**src/tps_pkg.sv**
```systemverilog
// Purpose: shared constants and types for the timer pin function select
// Assumes: 8-bit register port, three pin channels, 16-bit counter
// Notes: channel 0 = ch4 pin A, 1 = ch4 pin B, 2 = ch3 pin C
package tps_pkg;
   localparam int TPS_CH = 3;
   localparam int TPS_AW = 4;
   localparam int TPS_DW = 8;
   localparam int TPS_CW = 16;
   // Register offsets
   localparam logic [3:0] TPS_OFF_CH4_FN_HIGH = 4'h0;
   localparam logic [3:0] TPS_OFF_CH3_FN_LOW = 4'h1;
   localparam logic [3:0] TPS_OFF_CH3_MODE = 4'h2;
   localparam logic [3:0] TPS_OFF_PIN_STATUS = 4'h3;
   // Reset values
   localparam logic [7:0] TPS_RST_FN = 8'h00;
   localparam logic [7:0] TPS_RST_MODE = 8'h00;
   // Field positions
   localparam int TPS_POS_CH4_A = 0;
   localparam int TPS_POS_CH4_B = 4;
   localparam int TPS_POS_CH3_C = 0;
   localparam int TPS_POS_BUF_AC = 4;
   localparam int TPS_POS_BUF_BD = 5;
   localparam int TPS_POS_IN_LVL = 4;
   // Pin-function field bits
   localparam int TPS_BIT_CAPTURE = 3;
   localparam int TPS_BIT_INIT = 2;
   localparam int TPS_BIT_BOTH = 1;
   localparam int TPS_BIT_FALL = 0;

   // Compare-match action, low two bits of the field
   typedef enum logic [1:0] {
      TPS_ACT_HOLD = 2'b00,
      TPS_ACT_LOW = 2'b01,
      TPS_ACT_HIGH = 2'b10,
      TPS_ACT_TOGGLE = 2'b11
   } tps_act_e;

   // Register port request
   typedef struct packed {
      logic [TPS_AW-1:0] addr;
      logic [TPS_DW-1:0] wdata;
      logic wr;
      logic rd;
   } tps_req_s;

   // Two-way pin drive
   typedef struct packed {
      logic [TPS_CH-1:0] out;
      logic [TPS_CH-1:0] oe;
   } tps_pin_s;
endpackage

```
**src/tps_pin_select.sv**
```systemverilog
// Purpose: pin function select for ch3 pin C and ch4 pins A and B
// Assumes: counter and general registers sit outside; match is a pulse
// Notes: registers on a plain port, read data one cycle after the strobe
`timescale 1ns/1ps

module tps_pin_select #(
   parameter int CW = 16
) (
   // Clock and reset
   input wire logic clk,
   input wire logic reset,
   // Register port
   input wire tps_pkg::tps_req_s req,
   output logic [7:0] rdata,
   // Counter and compare interface
   input wire logic [CW-1:0] counter,
   input wire logic [2:0] cmp_match,
   output logic [2:0] cmp_event,
   output logic [2:0] cap_strobe,
   output logic [CW-1:0] cap_value,
   // Pins
   input wire logic [2:0] pin_in,
   output tps_pkg::tps_pin_s pin
);
   import tps_pkg::*;

   logic [7:0] ch4_fn_r;
   logic [7:0] ch3_fn_r;
   logic [7:0] mode_r;
   logic [2:0] written_r;
   logic [2:0] sync1_r;
   logic [2:0] sync2_r;
   logic [2:0] prev_r;
   logic [2:0] lvl_r;
   logic [2:0] oe_r;
   logic [2:0] cmp_event_r;
   logic [2:0] cap_strobe_r;
   logic [CW-1:0] cap_value_r;
   logic [7:0] rdata_r;
   logic [3:0] fn [TPS_CH];
   logic [2:0] buffered;
   logic [2:0] fn_wr;
   logic [2:0] cap_hit;

   // True when a field selects input capture
   function automatic logic is_capture(input logic [3:0] f);
      return f[TPS_BIT_CAPTURE];
   endfunction

   // Capture edge qualifier for one field
   function automatic logic cap_edge(input logic [3:0] f,
                                     input logic rise, input logic fall);
      if (f[TPS_BIT_BOTH]) begin
         return rise | fall;
      end else if (f[TPS_BIT_FALL]) begin
         return fall;
      end else begin
         return rise;
      end
   endfunction

   // Write decode for the two pin-function registers
   wire wr_ch4 = req.wr && (req.addr == TPS_OFF_CH4_FN_HIGH);
   wire wr_ch3 = req.wr && (req.addr == TPS_OFF_CH3_FN_LOW);

   assign fn[0] = ch4_fn_r[TPS_POS_CH4_A +: 4];
   assign fn[1] = ch4_fn_r[TPS_POS_CH4_B +: 4];
   assign fn[2] = ch3_fn_r[TPS_POS_CH3_C +: 4];
   // Pair B/D buffering is only stored: none of these pins belongs to it
   // buffer pair gating
   assign buffered = {mode_r[TPS_POS_BUF_AC], 2'b00};
   assign fn_wr = {wr_ch3, wr_ch4, wr_ch4};

   // Configuration registers
   always_ff @(posedge clk) begin
      if (reset) begin
         ch4_fn_r <= TPS_RST_FN;
         ch3_fn_r <= TPS_RST_FN;
         mode_r <= TPS_RST_MODE;
      end else if (req.wr) begin
         if (req.addr == TPS_OFF_CH4_FN_HIGH) begin
            ch4_fn_r <= req.wdata;
         end else if (req.addr == TPS_OFF_CH3_FN_LOW) begin
            ch3_fn_r <= req.wdata;
         end else if (req.addr == TPS_OFF_CH3_MODE) begin
            mode_r <= req.wdata;
         end
      end
   end

   always_ff @(posedge clk) begin
      if (reset) begin
         written_r <= 3'h0;
      end else begin
         written_r <= written_r | fn_wr;
      end
   end

   // Two-stage synchroniser, then an edge history stage
   // The history stage costs a cycle but keeps sync1_r out of all logic
   always_ff @(posedge clk) begin
      if (reset) begin
         sync1_r <= 3'h0;
         sync2_r <= 3'h0;
         prev_r <= 3'h0;
      end else begin
         sync1_r <= pin_in;
         sync2_r <= sync1_r;
         prev_r <= sync2_r;
      end
   end

   genvar g;
   generate
      for (g = 0; g < TPS_CH; g++) begin : g_ch
         wire [3:0] wf = (g == 2) ? req.wdata[TPS_POS_CH3_C +: 4]
                       : (g == 1) ? req.wdata[TPS_POS_CH4_B +: 4]
                       : req.wdata[TPS_POS_CH4_A +: 4];
         wire rise = sync2_r[g] & ~prev_r[g];
         wire fall = ~sync2_r[g] & prev_r[g];
         wire out_mode = written_r[g] & ~is_capture(fn[g]);
         tps_act_e act;
         assign act = tps_act_e'(fn[g][1:0]);

         assign cap_hit[g] = written_r[g] & is_capture(fn[g]) & ~buffered[g]
                           & cap_edge(fn[g], rise, fall);

         // A field write in the same cycle as a match wins; the level skips that match, but cmp_event still reports it
         // Hold codes leave the level alone, so an unwritten pin stays low
         // Pin level and drive
         always_ff @(posedge clk) begin
            if (reset) begin
               // low and driven out of reset
               lvl_r[g] <= 1'b0;
               oe_r[g] <= 1'b1;
            end else if (fn_wr[g]) begin
               oe_r[g] <= ~wf[TPS_BIT_CAPTURE];
               // hold codes keep the present level
               if (!wf[TPS_BIT_CAPTURE] && wf[1:0] != TPS_ACT_HOLD) begin
                  lvl_r[g] <= wf[TPS_BIT_INIT];
               end
            end else if (out_mode && !buffered[g] && cmp_match[g]) begin
               case (act)
                  TPS_ACT_LOW: lvl_r[g] <= 1'b0;
                  TPS_ACT_HIGH: lvl_r[g] <= 1'b1;
                  TPS_ACT_TOGGLE: lvl_r[g] <= ~lvl_r[g];
                  default: lvl_r[g] <= lvl_r[g];
               endcase
            end
         end

         // compare event, also for hold codes
         always_ff @(posedge clk) begin
            if (reset) begin
               cmp_event_r[g] <= 1'b0;
            end else begin
               cmp_event_r[g] <= out_mode & ~buffered[g] & cmp_match[g];
            end
         end
      end
   endgenerate

   // One shared copy register: captures on two pins at once see one count
   // Software tells the channels apart by cap_strobe; cap_value then holds
   // capture strobe and counter copy
   always_ff @(posedge clk) begin
      if (reset) begin
         cap_strobe_r <= 3'h0;
         cap_value_r <= '0;
      end else begin
         cap_strobe_r <= cap_hit;
         if (|cap_hit) begin
            cap_value_r <= counter;
         end
      end
   end

   // Idle cycles return zero so stale data never sits on the bus
   // Status: [2:0] driven levels, [6:4] synchronised pin inputs
   // Read port; unmapped offsets read zero
   always_ff @(posedge clk) begin
      if (reset) begin
         rdata_r <= 8'h00;
      end else if (req.rd) begin
         if (req.addr == TPS_OFF_CH4_FN_HIGH) begin
            rdata_r <= ch4_fn_r;
         end else if (req.addr == TPS_OFF_CH3_FN_LOW) begin
            rdata_r <= ch3_fn_r;
         end else if (req.addr == TPS_OFF_CH3_MODE) begin
            rdata_r <= mode_r;
         end else if (req.addr == TPS_OFF_PIN_STATUS) begin
            rdata_r <= {1'b0, sync2_r, 1'b0, lvl_r};
         end else begin
            rdata_r <= 8'h00;
         end
      end else begin
         rdata_r <= 8'h00;
      end
   end

   assign rdata = rdata_r;
   assign cmp_event = cmp_event_r;
   assign cap_strobe = cap_strobe_r;
   assign cap_value = cap_value_r;
   assign pin.out = lvl_r;
   assign pin.oe = oe_r;
endmodule // tps_pin_select

```
**config.mk**
```make
export PLATFORM = sky130hd
export DESIGN_NAME = tps_pin_select
export DESIGN_NICKNAME = d
export VERILOG_FILES = /design/src/tps_pkg.sv /design/src/tps_pin_select.sv
export SDC_FILE = /design/constraint.sdc
export NUM_CORES = 1
export LEC_CHECK = 0
export ABC_AREA = 1
export BUFFER_PORTS_ARGS = -buffer_cell sky130_fd_sc_hd__clkbuf_2
export CAP_MARGIN = 20
export CORE_ASPECT_RATIO = 1.25
export CORE_MARGIN = 1.5
export CORE_UTILIZATION = 45
export CTS_BUF_LIST = sky130_fd_sc_hd__clkbuf_16
export CTS_CLUSTER_SIZE = 20
export DETAILED_ROUTE_END_ITERATION = 10
export PLACE_DENSITY = 0.75
export SLEW_MARGIN = 15
export SYNTH_ARGS = -nofsm -noshare
export SYNTH_HDL_FRONTEND = slang
export SYNTH_SLANG_ARGS = --single-unit
```
**constraint.sdc**
```tcl
create_clock -name clk -period 4.05 [get_ports clk]
set_clock_uncertainty 0.05 [all_clocks]
set_input_delay 0 -clock clk [delete_from_list [all_inputs] [get_ports clk]]
set_output_delay 0 -clock clk [all_outputs]
set_load 0.05 [all_outputs]
```
==> reports/qor.tcl, run 1 <==
set qor(asyncSetResetFlopFracSynth) 0
set qor(internal_power_uw) 1370
set qor(synth.largest_area_cell) {sky130_fd_sc_hd__dfxtp_1}
set qor(crit_path_end_kind) {register}
set qor(ir_drop_v) 0.000280
set qor(final_nets) 577
set qor(synth_area_per_cell_um2) 7.25
set qor(start_util) 0.469
set qor(timing.critical_path.required_ps) 4270
set qor(startpoint_types) {register}
set qor(portBuffers) 73
set qor(drive_gt1_frac) 0.184
set qor(detail-route-antenna-nets) 0
set qor(hp-start) {req[0]}
set qor(warnings_synthesis) 0
set qor(timing.hold.worst_path_depth) 5
set qor(ys_top_cells_by_area) {sky130_fd_sc_hd__dfxtp_1, sky130_fd_sc_hd__nand2_1, sky130_fd_sc_hd__nor2_1}
set qor(finalWeightedCongestion) 0.843
set qor(htreeDepth) 3
set qor(outcome) {completed}
set qor(cellLeakagePower_uw) 0.00198
set qor(power_switching_share) 0.208
set qor(cts_buffer_depth) 2
set qor(yosysSeqAreaShare) 0.466
set qor(synth-edff-count) 0
set qor(gr-usage-all-layers) 0.219
set qor(grt_pass1_wl_um) 12700
set qor(syn_inst) 427
set qor(worst_slew_pin_slew_ps) 1020
set qor(total_area_of_multi_input_combinational_cells_um2) 1350
set qor(routed_wirelength_um) 7490
set qor(grt_start_max_net_pins) 35
set qor(reg2reg_to) {cap_value[14]$_SDFFE_PP0P_}
set qor(comb_power_share) 0.070
set qor(fin_util) 0.625
set qor(vias_per_cell) 4.87
set qor(tritoncts_clock_tree) {yes}
set qor(seq_area_um2) 1440
set qor(timing.max_slew.rel_slack) 0.320
set qor(power.switching_uw) 359
set qor(yosys.area.top_type_share) 0.466
set qor(cell_with_the_most_instances_after_synthesis) {sky130_fd_sc_hd__nand2_1}
set qor(route.detailed.drc) 0
set qor(worstSetupPathType) {reg2reg}
set qor(post-route-cell-area_um2) 4130
set qor(floorplan.core_area_um2) 6610
set qor(most_used_dff_post_synth) {sky130_fd_sc_hd__dfxtp_1}
set qor(timing.hold.worst.class) {in2reg}
set qor(place_area_um2) 3490
set qor(ratio_of_total_power_to_cell_area_nw_per_um2) 418
set qor(worst-r2r-cell-count) 10
set qor(worst_r2r_startpoint) {sync2_r[0]$_SDFF_PP0_}
set qor(period_minus_slack_ps) 1900
set qor(post_drt_wl_per_cell_um) 12.1
set qor(clock_sink_total) 72
set qor(cts-root-buf) {sky130_fd_sc_hd__clkbuf_16}
set qor(mappedNetlistNets) 477
set qor(overflow) 0
set qor(worst-endpoint-arrival_ps) 2110
set qor(floorplan.die.height_um) 95.7
set qor(syn_area_um2) 3100
set qor(synth-seq-cells) 72
set qor(unrepaired_setup_endpoints_after_global_routing) {no}
set qor(synth_top_cells_by_count) {sky130_fd_sc_hd__nand2_1, sky130_fd_sc_hd__nor2_1, sky130_fd_sc_hd__dfxtp_1, sky130_fd_sc_hd__inv_1, sky130_fd_sc_hd__a21oi_1}
set qor(report.final.slew_viol_count) 0
set qor(boundaryPins) 74
set qor(route.vias.total) 3013
set qor(min_period_over_period) 0.468
set qor(placement_rows) 33
set qor(holdPathEnd) {rdata[2]$_SDFF_PP0_}
set qor(finalSetupViolations) 0
set qor(worst_skew_pair.late_latency_ps) 330
set qor(regToRegSetupSlack_ps) 2150
set qor(max-cap-violations) 0
set qor(drt_pass1_iterations) 4
set qor(fin_tns_setup_ps) 0
set qor(detailed_place_hpwl_um) 5090
set qor(antenna_found_initial) 0
set qor(filler_cell_count) 603
set qor(timing.fmax_mhz) 528
set qor(power.share.clock) 0.510
set qor(seq_pwr_share) 0.420
set qor(cts.reportedPaths.clkPinSlew_ps) 50
set qor(post_cts.repair.setup_buffers) 0
set qor(worstPathMaxFanout) 32
set qor(antennaDiodeCount) 0
set qor(report.final.hold_viol_count) 0
set qor(chipWidth_um) 77.2
set qor(finish.cell_count_without_fillers) 619
set qor(drtIter0Drc) 220
set qor(areaGrowthSynthToFinish_pct) 33.4
set qor(yosysUniqueCellTypes) 32
set qor(dpl.cell_count) 573
set qor(fp.dieArea_um2) 7390
set qor(first_global_vias) 2866
set qor(tritoncts.num_buffers) 9
## power by group through the flow
stage | combinational (µW) | sequential [µW] | clock (µW)
CTS | 119 | 725 | 888
global route | 134 | 726 | 919
global placement | 94.4 | 740 | 0
finish | 120 | 725 | 880
detailed placement | 96.6 | 740 | 0
floorplan | 53.3 | 746 | 0
## cell families (layout without fill, tap and decap cells)
kind of cell | count (synthesis) | count (layout) | synth area share
simple gates | 201 | 201 | 0.272
buf+inv | 76 | 181 | 0.0998
flops | 72 | 72 | 0.466
compound gates | 66 | 66 | 0.114
fa+ha+maj | 12 | 12 | 0.0485
## metal layers
metal	up-vias	global-route usage	wire length (µm)
li1	1521	-	-
met1	1340	0.249	3120
met2	138	0.387	3590
met3	14	0.0664	619
met4	0	0.0879	168
met5	-	0	0
## worst max-delay path by stage
| stage | depth (start not counted) | end | start |
|---|---|---|---|
| finish | 10 | cap_value[14]$_SDFFE_PP0P_ | sync2_r[0]$_SDFF_PP0_ |
| global route | 10 | cap_value[13]$_SDFFE_PP0P_ | sync2_r[0]$_SDFF_PP0_ |
| CTS | 10 | cap_value[2]$_SDFFE_PP0P_ | sync2_r[0]$_SDFF_PP0_ |
| detailed placement | 10 | cap_value[2]$_SDFFE_PP0P_ | sync2_r[0]$_SDFF_PP0_ |
| global placement | 10 | cap_value[4]$_SDFFE_PP0P_ | sync2_r[0]$_SDFF_PP0_ |
| floorplan | 11 | cap_value[10]$_SDFFE_PP0P_ | sync2_r[0]$_SDFF_PP0_ |
## final cells by class
| cell class | instances | share of cell area |
|---|---|---|
| Multi-Input combinational cell | 279 | 0.326 |
| Clock buffer | 9 | 0.0545 |
| Tap cell | 87 | 0.0264 |
| Sequential cell | 72 | 0.349 |
| Timing Repair Buffer | 103 | 0.161 |
| Clock inverter | 7 | 0.0267 |
| Inverter | 62 | 0.0564 |
## placed cells by master, fill, tap and decap left out, types with 2 or more instances in the layout
cell                            synthesis  layout
sky130_fd_sc_hd__o21a_1                 3       3
sky130_fd_sc_hd__inv_2                  2       2
sky130_fd_sc_hd__clkbuf_16              0       9
sky130_fd_sc_hd__ha_1                  12      12
sky130_fd_sc_hd__inv_1                 60      60
sky130_fd_sc_hd__clkbuf_2               0      73
sky130_fd_sc_hd__clkinv_1               0       2
sky130_fd_sc_hd__dlygate4sd3_1          0      30
sky130_fd_sc_hd__a21oi_1               31      31
sky130_fd_sc_hd__nor3_1                 3       3
sky130_fd_sc_hd__a31oi_1                2       2
sky130_fd_sc_hd__o22ai_1                2       2
sky130_fd_sc_hd__o21ai_0               22      22
sky130_fd_sc_hd__o21bai_1               2       2
sky130_fd_sc_hd__o21ai_1                2       2
sky130_fd_sc_hd__nand3_1               17      17
sky130_fd_sc_hd__nor2_4                 2       2
sky130_fd_sc_hd__nor2_1                74      74
sky130_fd_sc_hd__dfxtp_1               72      72
sky130_fd_sc_hd__nand2_2                2       2
sky130_fd_sc_hd__bufinv_16              0       3
sky130_fd_sc_hd__nand2_1               96      96
## timing repair
action,4_1_cts,5_1_grt
hold endpoints to repair,44,0
hold buffers,30,0
gates resized for setup,0,0
## worst max-delay path, cell delays in order (launching register included)
cell and delay [ps]:
sky130_fd_sc_hd__dfxtp_1 380, sky130_fd_sc_hd__inv_1 70, sky130_fd_sc_hd__ha_1 270, sky130_fd_sc_hd__nand2_1 50
sky130_fd_sc_hd__inv_1 50, sky130_fd_sc_hd__nor2_1 30, sky130_fd_sc_hd__nand2_1 90, sky130_fd_sc_hd__nand3_2 450
sky130_fd_sc_hd__nand2_1 200, sky130_fd_sc_hd__nand2_1 70, sky130_fd_sc_hd__nor2_1 110
## flip-flops by register name (all words and copies together), names as in the netlist, 6 cells and up
signal     cells
cap_value     16
ch3_fn_r       8
ch4_fn_r       8
mode_r         8
rdata          8
pin            6
## metrics by stage
step | hold slack [ps] | power [µW] | setup WS [ps]
final | 14.0 | 1730 | 2150
after global routing | 86.6 | 1780 | 1830
after CTS | 15.6 | 1730 | 2140
after detailed placement | 155 | 837 | 2150
after global placement | 154 | 834 | 2210
after floorplan | 57.0 | 799 | 2590
Note: power is estimated with default switching activity, not from simulation.
==> run 2: changes to the inputs <==
--- a/config.mk
+++ b/config.mk
@@ -5,7 +5,7 @@
 export SDC_FILE = /design/constraint.sdc
 export NUM_CORES = 1
 export LEC_CHECK = 0
-export ABC_AREA = 1
+export ABC_AREA = 0
 export BUFFER_PORTS_ARGS = -buffer_cell sky130_fd_sc_hd__clkbuf_2
 export CAP_MARGIN = 20
 export CORE_ASPECT_RATIO = 1.25
@@ -14,7 +14,7 @@
 export CTS_BUF_LIST = sky130_fd_sc_hd__clkbuf_16
 export CTS_CLUSTER_SIZE = 20
 export DETAILED_ROUTE_END_ITERATION = 10
-export PLACE_DENSITY = 0.75
+export PLACE_DENSITY = 0.77
 export SLEW_MARGIN = 15
 export SYNTH_ARGS = -nofsm -noshare
 export SYNTH_HDL_FRONTEND = slang
==> constraint.sdc (replaced) <==
create_clock -name clk -period 1.58 [get_ports clk]
set_clock_uncertainty 0.05 [all_clocks]
set_input_delay 0 -clock clk [delete_from_list [all_inputs] [get_ports clk]]
set_output_delay 0 -clock clk [all_outputs]
set_load 0.05 [all_outputs]
==> run 2 against run 1 <==
Effect of this change:
- the run now ends with negative setup slack left
- fmax is 4.6% higher
- non-clock buffer count is 29 higher
- core utilization is 6.3 points higher
- routed wire length is 12% higher
- clock-buffer cell count stayed put
- critical endpoint unchanged
==> reports/qor.tcl, run 2 <==
set qor(start_util) 0.472 ;# was 0.469
set qor(worstPathBufferInverterCount) 2 ;# unchanged
set qor(htreeDepth) 3 ;# unchanged
set qor(comb_power_share) 0.076 ;# was 0.070
set qor(syn_area_um2) 3160 ;# was 3100 µm²
set qor(portBuffers) 73 ;# unchanged
set qor(grt_start_max_net_pins) 83 ;# was 35
set qor(cell_with_the_most_instances_after_synthesis) {sky130_fd_sc_hd__dfxtp_1} ;# was sky130_fd_sc_hd__nand2_1
set qor(cellLeakagePower_uw) 0.00206 ;# was 0.00198 µW
set qor(route.detailed.drc) 0 ;# unchanged
set qor(placement.setup.worst_slack_ps) -282 ;# was 2150 ps
set qor(worst_skew_pair.late_latency_ps) 330 ;# about the same
set qor(yosysUniqueCellTypes) 42 ;# was 32
set qor(holdPathEnd) {rdata[5]$_SDFF_PP0_} ;# was rdata[2]$_SDFF_PP0_
set qor(tritoncts_clock_tree) {yes} ;# unchanged
set qor(ys_top_cells_by_area) {sky130_fd_sc_hd__dfxtp_1, sky130_fd_sc_hd__mux2i_1, sky130_fd_sc_hd__nand2b_1} ;# was sky130_fd_sc_hd__dfxtp_1, sky130_fd_sc_hd__nand2_1, sky130_fd_sc_hd__nor2_1
set qor(overflow) 0 ;# unchanged
set qor(internal_power_uw) 3550 ;# was 1370 µW
set qor(placement_rows) 33 ;# unchanged
set qor(finalSetupViolations) 16 ;# was 0
set qor(hp-start) {req[11]} ;# was req[0]
set qor(regToRegSetupSlack_ps) -230 ;# was 2150 ps
set qor(final_nets) 500 ;# was 577
set qor(detail-route-antenna-nets) 0 ;# unchanged
set qor(fin_util) 0.688 ;# was 0.625
set qor(asyncSetResetFlopFracSynth) 0 ;# unchanged
set qor(worst_slew_pin_slew_ps) 711 ;# was 1020 ps
set qor(clock_sink_total) 72 ;# unchanged
set qor(synth_top_cells_by_count) {sky130_fd_sc_hd__dfxtp_1, sky130_fd_sc_hd__mux2i_1, sky130_fd_sc_hd__nor2_1, sky130_fd_sc_hd__nand2b_1, sky130_fd_sc_hd__nand2_1} ;# was sky130_fd_sc_hd__nand2_1, sky130_fd_sc_hd__nor2_1, sky130_fd_sc_hd__dfxtp_1, sky130_fd_sc_hd__inv_1, sky130_fd_sc_hd__a21oi_1
set qor(finalWeightedCongestion) 0.849 ;# was 0.843
set qor(antennaDiodeCount) 0 ;# unchanged
set qor(fin_worst_hold_slack_ps) 43.5 ;# was 14.0 ps
set qor(drive_gt1_frac) 0.349 ;# was 0.184
set qor(seq_area_um2) 1460 ;# was 1440 µm²
set qor(fin_tns_setup_ps) -2780 ;# was 0 ps
set qor(synth-seq-cells) 72 ;# unchanged
set qor(timing.max_slew.rel_slack) 0.526 ;# was 0.320
set qor(total_area_of_multi_input_combinational_cells_um2) 1700 ;# was 1350 µm²
set qor(route.vias.total) 2760 ;# was 3,013
set qor(report.final.slew_viol_count) 0 ;# unchanged
set qor(most_used_dff_post_synth) {sky130_fd_sc_hd__dfxtp_1} ;# unchanged
set qor(post_drt_wl_per_cell_um) 15.4 ;# was 12.1 µm
set qor(power_switching_share) 0.213 ;# was 0.208
set qor(filler_cell_count) 514 ;# was 603
set qor(tritoncts.num_buffers) 9 ;# unchanged
set qor(ratio_of_total_power_to_cell_area_nw_per_um2) 980 ;# was 418 nW/µm²
set qor(drtIter0Drc) 103 ;# was 220
set qor(seq_pwr_share) 0.411 ;# was 0.420
set qor(floorplan.core_area_um2) 6690 ;# was 6610 µm²
set qor(syn_inst) 325 ;# was 427
set qor(worst_r2r_startpoint) {sync2_r[2]$_SDFF_PP0_} ;# was sync2_r[0]$_SDFF_PP0_
set qor(cts_buffer_depth) 2 ;# unchanged
set qor(ir_drop_v) 0.000677 ;# was 0.000280 V
set qor(cp_slowest_stage_delay_ps) 390 ;# was 450 ps
set qor(areaGrowthSynthToFinish_pct) 45.7 ;# was 33.4%
set qor(antenna_found_initial) 0 ;# unchanged
set qor(startpoint_types) {register} ;# unchanged
set qor(largest_register_ffs) 16 ;# unchanged
set qor(synth-edff-count) 0 ;# unchanged
set qor(chipWidth_um) 77.9 ;# was 77.2 µm
set qor(yosys.area.top_type_share) 0.456 ;# was 0.466
set qor(period_minus_slack_ps) 1810 ;# was 1900 ps
set qor(fp.dieArea_um2) 7540 ;# was 7390 µm²
set qor(mostFrequentLayoutCell) {sky130_fd_sc_hd__clkbuf_2} ;# was sky130_fd_sc_hd__nand2_1
set qor(synth_area_per_cell_um2) 9.72 ;# was 7.25 µm²
set qor(power.switching_uw) 960 ;# was 359 µW
set qor(routed_wirelength_um) 8370 ;# was 7490 µm
set qor(gr-usage-all-layers) 0.222 ;# was 0.219
set qor(max-cap-violations) 0 ;# unchanged
set qor(timing.hold.worst.class) {in2reg} ;# unchanged
set qor(boundaryPins) 74 ;# unchanged
set qor(floorplan.die.height_um) 96.7 ;# was 95.7 µm
set qor(cts-root-buf) {sky130_fd_sc_hd__clkbuf_16} ;# unchanged
set qor(reg2reg_to) {cap_value[14]$_SDFFE_PP0P_} ;# unchanged
set qor(detailed_place_hpwl_um) 5090 ;# about the same
set qor(grt_pass1_wl_um) 13100 ;# was 12,700 µm
set qor(yosysSeqAreaShare) 0.456 ;# was 0.466
set qor(fin_ws_ps) -232 ;# was 2150 ps
set qor(synth.largest_area_cell) {sky130_fd_sc_hd__dfxtp_1} ;# unchanged
set qor(mappedNetlistNets) 375 ;# was 477
set qor(worstPathMaxFanout) 8 ;# was 32
set qor(worst-r2r-cell-count) 7 ;# was 10
set qor(timing.fmax_mhz) 552 ;# was 528 MHz
set qor(power.share.clock) 0.513 ;# was 0.510
set qor(worstSetupPathType) {reg2reg} ;# unchanged
set qor(worst-endpoint-arrival_ps) 2000 ;# was 2110 ps
set qor(cts.reportedPaths.clkPinSlew_ps) 60 ;# was 50 ps
set qor(outcome) {finished, violations left} ;# was completed
set qor(critical_path.cell_chain) {inv_4 -> ha_4 -> mux2_4 -> o2111ai_4 -> and3_4 -> buf_12 -> mux2i_2} ;# was inv_1 -> ha_1 -> nand2_1 -> inv_1 -> nor2_1 -> nand2_1 -> nand3_2 -> nand2_1 -> nand2_1 -> nor2_1
set qor(crit_path_end_kind) {register} ;# unchanged
set qor(first_global_vias) 2737 ;# was 2,866
set qor(violations) {negative setup slack}
set qor(vias_per_cell) 5.09 ;# was 4.87
set qor(critical-path-top-delay-family) {multiplexers} ;# was simple AND/OR/NAND/NOR gates
set qor(report.final.hold_viol_count) 0 ;# unchanged
set qor(warnings_synthesis) 0 ;# unchanged
set qor(min_period_over_period) 1.15 ;# was 0.468
set qor(drt_pass1_iterations) 4 ;# unchanged
set qor(slowest_stage) {sky130_fd_sc_hd__dfxtp_4} ;# was sky130_fd_sc_hd__nand3_2
set qor(commonest_cells_after_routing_fill_and_taps_aside) {sky130_fd_sc_hd__clkbuf_2, sky130_fd_sc_hd__dfxtp_1, sky130_fd_sc_hd__mux2i_1} ;# was sky130_fd_sc_hd__nand2_1, sky130_fd_sc_hd__nor2_1, sky130_fd_sc_hd__clkbuf_2
set qor(timing.hold.worst_path_depth) 3 ;# was 5
set qor(unrepaired_setup_endpoints_after_global_routing) {yes} ;# was no
set qor(timing.critical_path.required_ps) 1770 ;# was 4270 ps
## run 2: changes by cell type in the layout (fill, tap and decap cells not counted), moves of 7 or more
cell                       before  now
sky130_fd_sc_hd__nand2_1       96   21
sky130_fd_sc_hd__inv_1         60    8
sky130_fd_sc_hd__nor2_1        74   35
sky130_fd_sc_hd__mux2i_1        0   37
sky130_fd_sc_hd__nand2b_1       0   33
sky130_fd_sc_hd__buf_4          0   23
sky130_fd_sc_hd__a21oi_1       31   13
sky130_fd_sc_hd__nand3_1       17    3
sky130_fd_sc_hd__o21ai_0       22    8
sky130_fd_sc_hd__nor2b_1        0   13
sky130_fd_sc_hd__dfxtp_1       72   62
sky130_fd_sc_hd__ha_1          12    5
## run 2: how the worst max path moves through the flow
stage                                       to                  start  cells after the start
floorplan           cap_value[10]$_SDFFE_PP0P_  sync2_r[2]$_SDFF_PP0_                      8
global placement     cap_value[9]$_SDFFE_PP0P_  sync2_r[2]$_SDFF_PP0_                      7
detailed placement  cap_value[12]$_SDFFE_PP0P_  sync2_r[2]$_SDFF_PP0_                      7
CTS                  cap_value[3]$_SDFFE_PP0P_   prev_r[2]$_SDFF_PP0_                      7
global route        cap_value[14]$_SDFFE_PP0P_  sync2_r[0]$_SDFF_PP0_                      6
finish              cap_value[14]$_SDFFE_PP0P_  sync2_r[2]$_SDFF_PP0_                      7
## run 2: through the flow
stage | total power, µW | area (µm²) | instances
3_5_place_dp | 2160 | 3730 | 489
5_1_grt | 4640 | 4600 | 542
6_report | 4510 | 4600 | 542
2_1_floorplan | 2050 | 3180 | 325
3_3_place_gp | 2150 | 3730 | 489
4_1_cts | 4530 | 4490 | 540
## run 2: layer usage
| metal | track usage | vias up | routed length [µm] |
|---|---|---|---|
| met4 | 0.0879 | 0 | 76 |
| met5 | 0 | - | 0 |
| li1 | - | 1356 | - |
| met3 | 0.0406 | 6 | 436 |
| met1 | 0.254 | 1307 | 3410 |
| met2 | 0.400 | 91 | 4450 |
## run 2: worst min-delay path: stages
cell and delay, ps:
sky130_fd_sc_hd__clkbuf_2 120, sky130_fd_sc_hd__buf_4 170, sky130_fd_sc_hd__a21oi_1 80
## run 2: cell type report
type / instances / share of cell area
Clock buffer: 9 / 0.0489
Clock inverter: 7 / 0.0261
Inverter: 14 / 0.0120
Multi-Input combinational cell: 221 / 0.370
Sequential cell: 72 / 0.318
Tap cell: 87 / 0.0237
Timing Repair Buffer: 132 / 0.201
## run 2: what timing repair did
action | in CTS | in global routing
hold endpoints to repair | 51 | 0
buffers inserted | 1 | 2
pin swaps | 4 | 7
gates resized for setup | 11 | 20
hold buffers | 33 | 0
setup endpoints to repair | 18 | 17
gates cloned | 1 | 0
## run 2: power by group through the flow
stage	registers [µW]	logic [µW]	clock network [µW]
2_1_floorplan	1910	135	0
3_3_place_gp	1900	255	0
3_5_place_dp	1900	258	0
4_1_cts	1860	328	2340
5_1_grt	1860	368	2410
6_report	1860	342	2310
## run 2: logic make-up (layout without fill, tap and decap cells)
logic type / after synthesis / after routing / synth area share
AO/OA/AOI/OAI: 40 / 40 / 0.0883
buffers and inverters: 32 / 162 / 0.0479
multiplexers: 47 / 47 / 0.155
AND/OR/NAND/NOR: 122 / 122 / 0.205
adder cells (fa/ha/maj): 12 / 12 / 0.0475
flip-flops: 72 / 72 / 0.456
==> run 3: changes to the inputs <==
--- a/config.mk
+++ b/config.mk
@@ -15,6 +15,7 @@
 export CTS_CLUSTER_SIZE = 20
 export DETAILED_ROUTE_END_ITERATION = 10
 export PLACE_DENSITY = 0.77
+export SETUP_SLACK_MARGIN = 0.15
 export SLEW_MARGIN = 15
 export SYNTH_ARGS = -nofsm -noshare
 export SYNTH_HDL_FRONTEND = slang
==> run 3 against run 2 <==
Effect of this change:
- the flow still finishes with violations (negative setup slack)
- core utilization increased by 0.99 points
- sequential power about the same
- sequential share of layout area decreased by 0.56 points
- power decreased by 3.8%
- register-to-register slack improved by 50 ps
- combinational power increased by 3%
- critical path depth unchanged
- first-iteration DRC count increased by 8.7%
- clock-buffer cell count unchanged
- critical path type unchanged
==> reports/qor.tcl, run 3 (same netlist as run 2, synthesis figures left out) <==
set qor(worstSetupPathType) {reg2reg} ;# unchanged
set qor(post_drt_wl_per_cell_um) 15.2 ;# was 15.4 µm
set qor(timing.max_slew.rel_slack) 0.638 ;# was 0.526
set qor(worst-r2r-cell-count) 7 ;# unchanged
set qor(fin_ws_ps) -184 ;# was -232 ps
set qor(post-layout-total-power_uw) 4340 ;# was 4510 µW
set qor(timing.hold.worst.class) {in2reg} ;# unchanged
set qor(floorplan.core_area_um2) 6690 ;# unchanged
set qor(cts_buffer_depth) 2 ;# unchanged
set qor(route.vias.total) 2801 ;# was 2,760
set qor(finalSetupViolations) 16 ;# unchanged
set qor(outcome) {finished, violations left} ;# unchanged
set qor(finalWeightedCongestion) 0.857 ;# was 0.849
set qor(htreeDepth) 3 ;# unchanged
set qor(cts.reportedPaths.clkPinSlew_ps) 60 ;# about the same
set qor(detailed_place_hpwl_um) 5270 ;# was 5090 µm
set qor(portBuffers) 73 ;# unchanged
set qor(boundaryPins) 74 ;# unchanged
set qor(start_util) 0.472 ;# unchanged
set qor(internal_power_uw) 3390 ;# was 3550 µW
set qor(largest_register_ffs) 16 ;# unchanged
set qor(drtIter0Drc) 112 ;# was 103
set qor(route.detailed.drc) 0 ;# unchanged
set qor(floorplan.die.height_um) 96.7 ;# unchanged
set qor(antenna_found_initial) 0 ;# unchanged
set qor(gr-usage-all-layers) 0.221 ;# was 0.222
set qor(grt_start_max_net_pins) 83 ;# unchanged
set qor(seq_pwr_share) 0.429 ;# was 0.411
set qor(worst-endpoint-arrival_ps) 1970 ;# was 2000 ps
set qor(max-cap-violations) 0 ;# unchanged
set qor(report.final.slew_viol_count) 0 ;# unchanged
set qor(detail-route-antenna-nets) 0 ;# unchanged
set qor(final_nets) 501 ;# was 500
set qor(report.final.hold_viol_count) 0 ;# unchanged
set qor(worst_slew_pin_slew_ps) 535 ;# was 711 ps
set qor(fp.dieArea_um2) 7540 ;# unchanged
set qor(regToRegSetupSlack_ps) -180 ;# was -230 ps
set qor(areaGrowthSynthToFinish_pct) 47.8 ;# was 45.7%
set qor(chipWidth_um) 77.9 ;# unchanged
set qor(timing.hold.worst_path_depth) 3 ;# unchanged
set qor(ratio_of_total_power_to_cell_area_nw_per_um2) 929 ;# was 980 nW/µm²
set qor(vias_per_cell) 5.16 ;# was 5.09
set qor(routed_wirelength_um) 8280 ;# was 8370 µm
set qor(mostFrequentLayoutCell) {sky130_fd_sc_hd__clkbuf_2} ;# unchanged
set qor(overflow) 0 ;# unchanged
set qor(min_period_over_period) 1.12 ;# was 1.15
set qor(cellLeakagePower_uw) 0.00211 ;# was 0.00206 µW
set qor(unrepaired_setup_endpoints_after_global_routing) {yes} ;# unchanged
set qor(drive_gt1_frac) 0.379 ;# was 0.349
set qor(worst_skew_pair.late_latency_ps) 330 ;# about the same
set qor(clock_sink_total) 72 ;# unchanged
set qor(timing.fmax_mhz) 567 ;# was 552 MHz
set qor(tritoncts.num_buffers) 9 ;# unchanged
set qor(placement_rows) 33 ;# unchanged
set qor(grt_pass1_wl_um) 13100 ;# about the same
set qor(power.share.clock) 0.490 ;# was 0.513
set qor(commonest_cells_after_routing_fill_and_taps_aside) {sky130_fd_sc_hd__clkbuf_2, sky130_fd_sc_hd__dfxtp_1, sky130_fd_sc_hd__mux2i_1} ;# unchanged
set qor(cts-root-buf) {sky130_fd_sc_hd__clkbuf_16} ;# unchanged
set qor(ir_drop_v) 0.000779 ;# was 0.000677 V
set qor(crit_path_end_kind) {register} ;# unchanged
set qor(antennaDiodeCount) 0 ;# unchanged
set qor(first_global_vias) 2825 ;# was 2,737
set qor(comb_power_share) 0.081 ;# was 0.076
set qor(timing.critical_path.required_ps) 1790 ;# was 1770 ps
set qor(fin_worst_hold_slack_ps) 31.6 ;# was 43.5 ps
set qor(power_switching_share) 0.220 ;# was 0.213
set qor(worstPathMaxFanout) 8 ;# unchanged
set qor(tritoncts_clock_tree) {yes} ;# unchanged
set qor(period_minus_slack_ps) 1760 ;# was 1810 ps
set qor(startpoint_types) {register} ;# unchanged
set qor(violations) {negative setup slack} ;# unchanged
set qor(power.switching_uw) 952 ;# was 960 µW
set qor(drt_pass1_iterations) 4 ;# unchanged
[run 3: cell count changes in the layout (fill, tap and decap cells not counted), sizes merged]
| cell | before | now |
|---|---|---|
| clkinv | 3 | 4 |
| bufinv | 3 | 2 |
| buf | 26 | 27 |
| clkbuf | 82 | 83 |
| dlygate4sd3 | 33 | 32 |
[run 3: layout make-up]
class | instances | area [µm²]
fillers | 482 | 2020
flip-flops and latches | 72 | 1460
multi-input cells | 221 | 1780
inverters | 14 | 55.1
clock inverters | 7 | 86.3
well taps | 87 | 109
clock buffers | 9 | 225
repair buffers | 133 | 953
[run 3: worst max-delay path, stage by stage, from the launching register on]
cell                        delay [ps]
sky130_fd_sc_hd__dfxtp_2           360
sky130_fd_sc_hd__inv_2              60
sky130_fd_sc_hd__ha_4              150
sky130_fd_sc_hd__mux2_4            270
sky130_fd_sc_hd__o2111ai_4         200
sky130_fd_sc_hd__and3_4            260
sky130_fd_sc_hd__clkbuf_16         170
sky130_fd_sc_hd__mux2i_1           180
[run 3: timing repair]
action / in CTS / in global routing
buffers inserted: 2 / 5
cloned: 0 / 1
hold buffers: 31 / 1
hold endpoints to repair: 48 / 1
endpoints found under the setup margin: 19 / 32
resized for setup: 24 / 23
pin swaps: 7 / 11
[run 3: power by group through the flow]
stage          Combinational (µW)  Clock, µW  Sequential [µW]
4_1_cts                       336       2140             1860
5_1_grt                       380       2230             1860
2_1_floorplan                 136          0             1910
3_5_place_dp                  267          0             1900
6_report                      353       2120             1860
3_3_place_gp                  262          0             1900
[run 3: per-layer routing]
metal	routed length [µm]	track usage	vias up
met5	0	0	-
met4	216	0.118	0
met2	4230	0.397	108
met3	459	0.0340	24
met1	3370	0.245	1312
li1	-	-	1357
[run 3: path summary, 6_finish.rpt]
check	start	end
min	req[11]	rdata[6]$_SDFF_PP0_
max	sync2_r[2]$_SDFF_PP0_	cap_value[14]$_SDFFE_PP0P_
max reg2reg	sync2_r[2]$_SDFF_PP0_	cap_value[14]$_SDFFE_PP0P_
min reg2reg	sync2_r[1]$_SDFF_PP0_	prev_r[1]$_SDFF_PP0_
[run 3: per-stage QoR]
step / TNS (ps) / setup WS (ps) / cell area, µm² / utilization / cells
global placement: -1400 / -87.7 / 3740 / 0.559 / 487
global route: -3690 / -246 / 4670 / 0.698 / 543
detailed placement: -2350 / -157 / 3740 / 0.559 / 487
floorplan: -1010 / -101 / 3190 / - / 325
CTS: -2410 / -169 / 4480 / 0.670 / 536
finish: -2670 / -184 / 4670 / 0.698 / 543
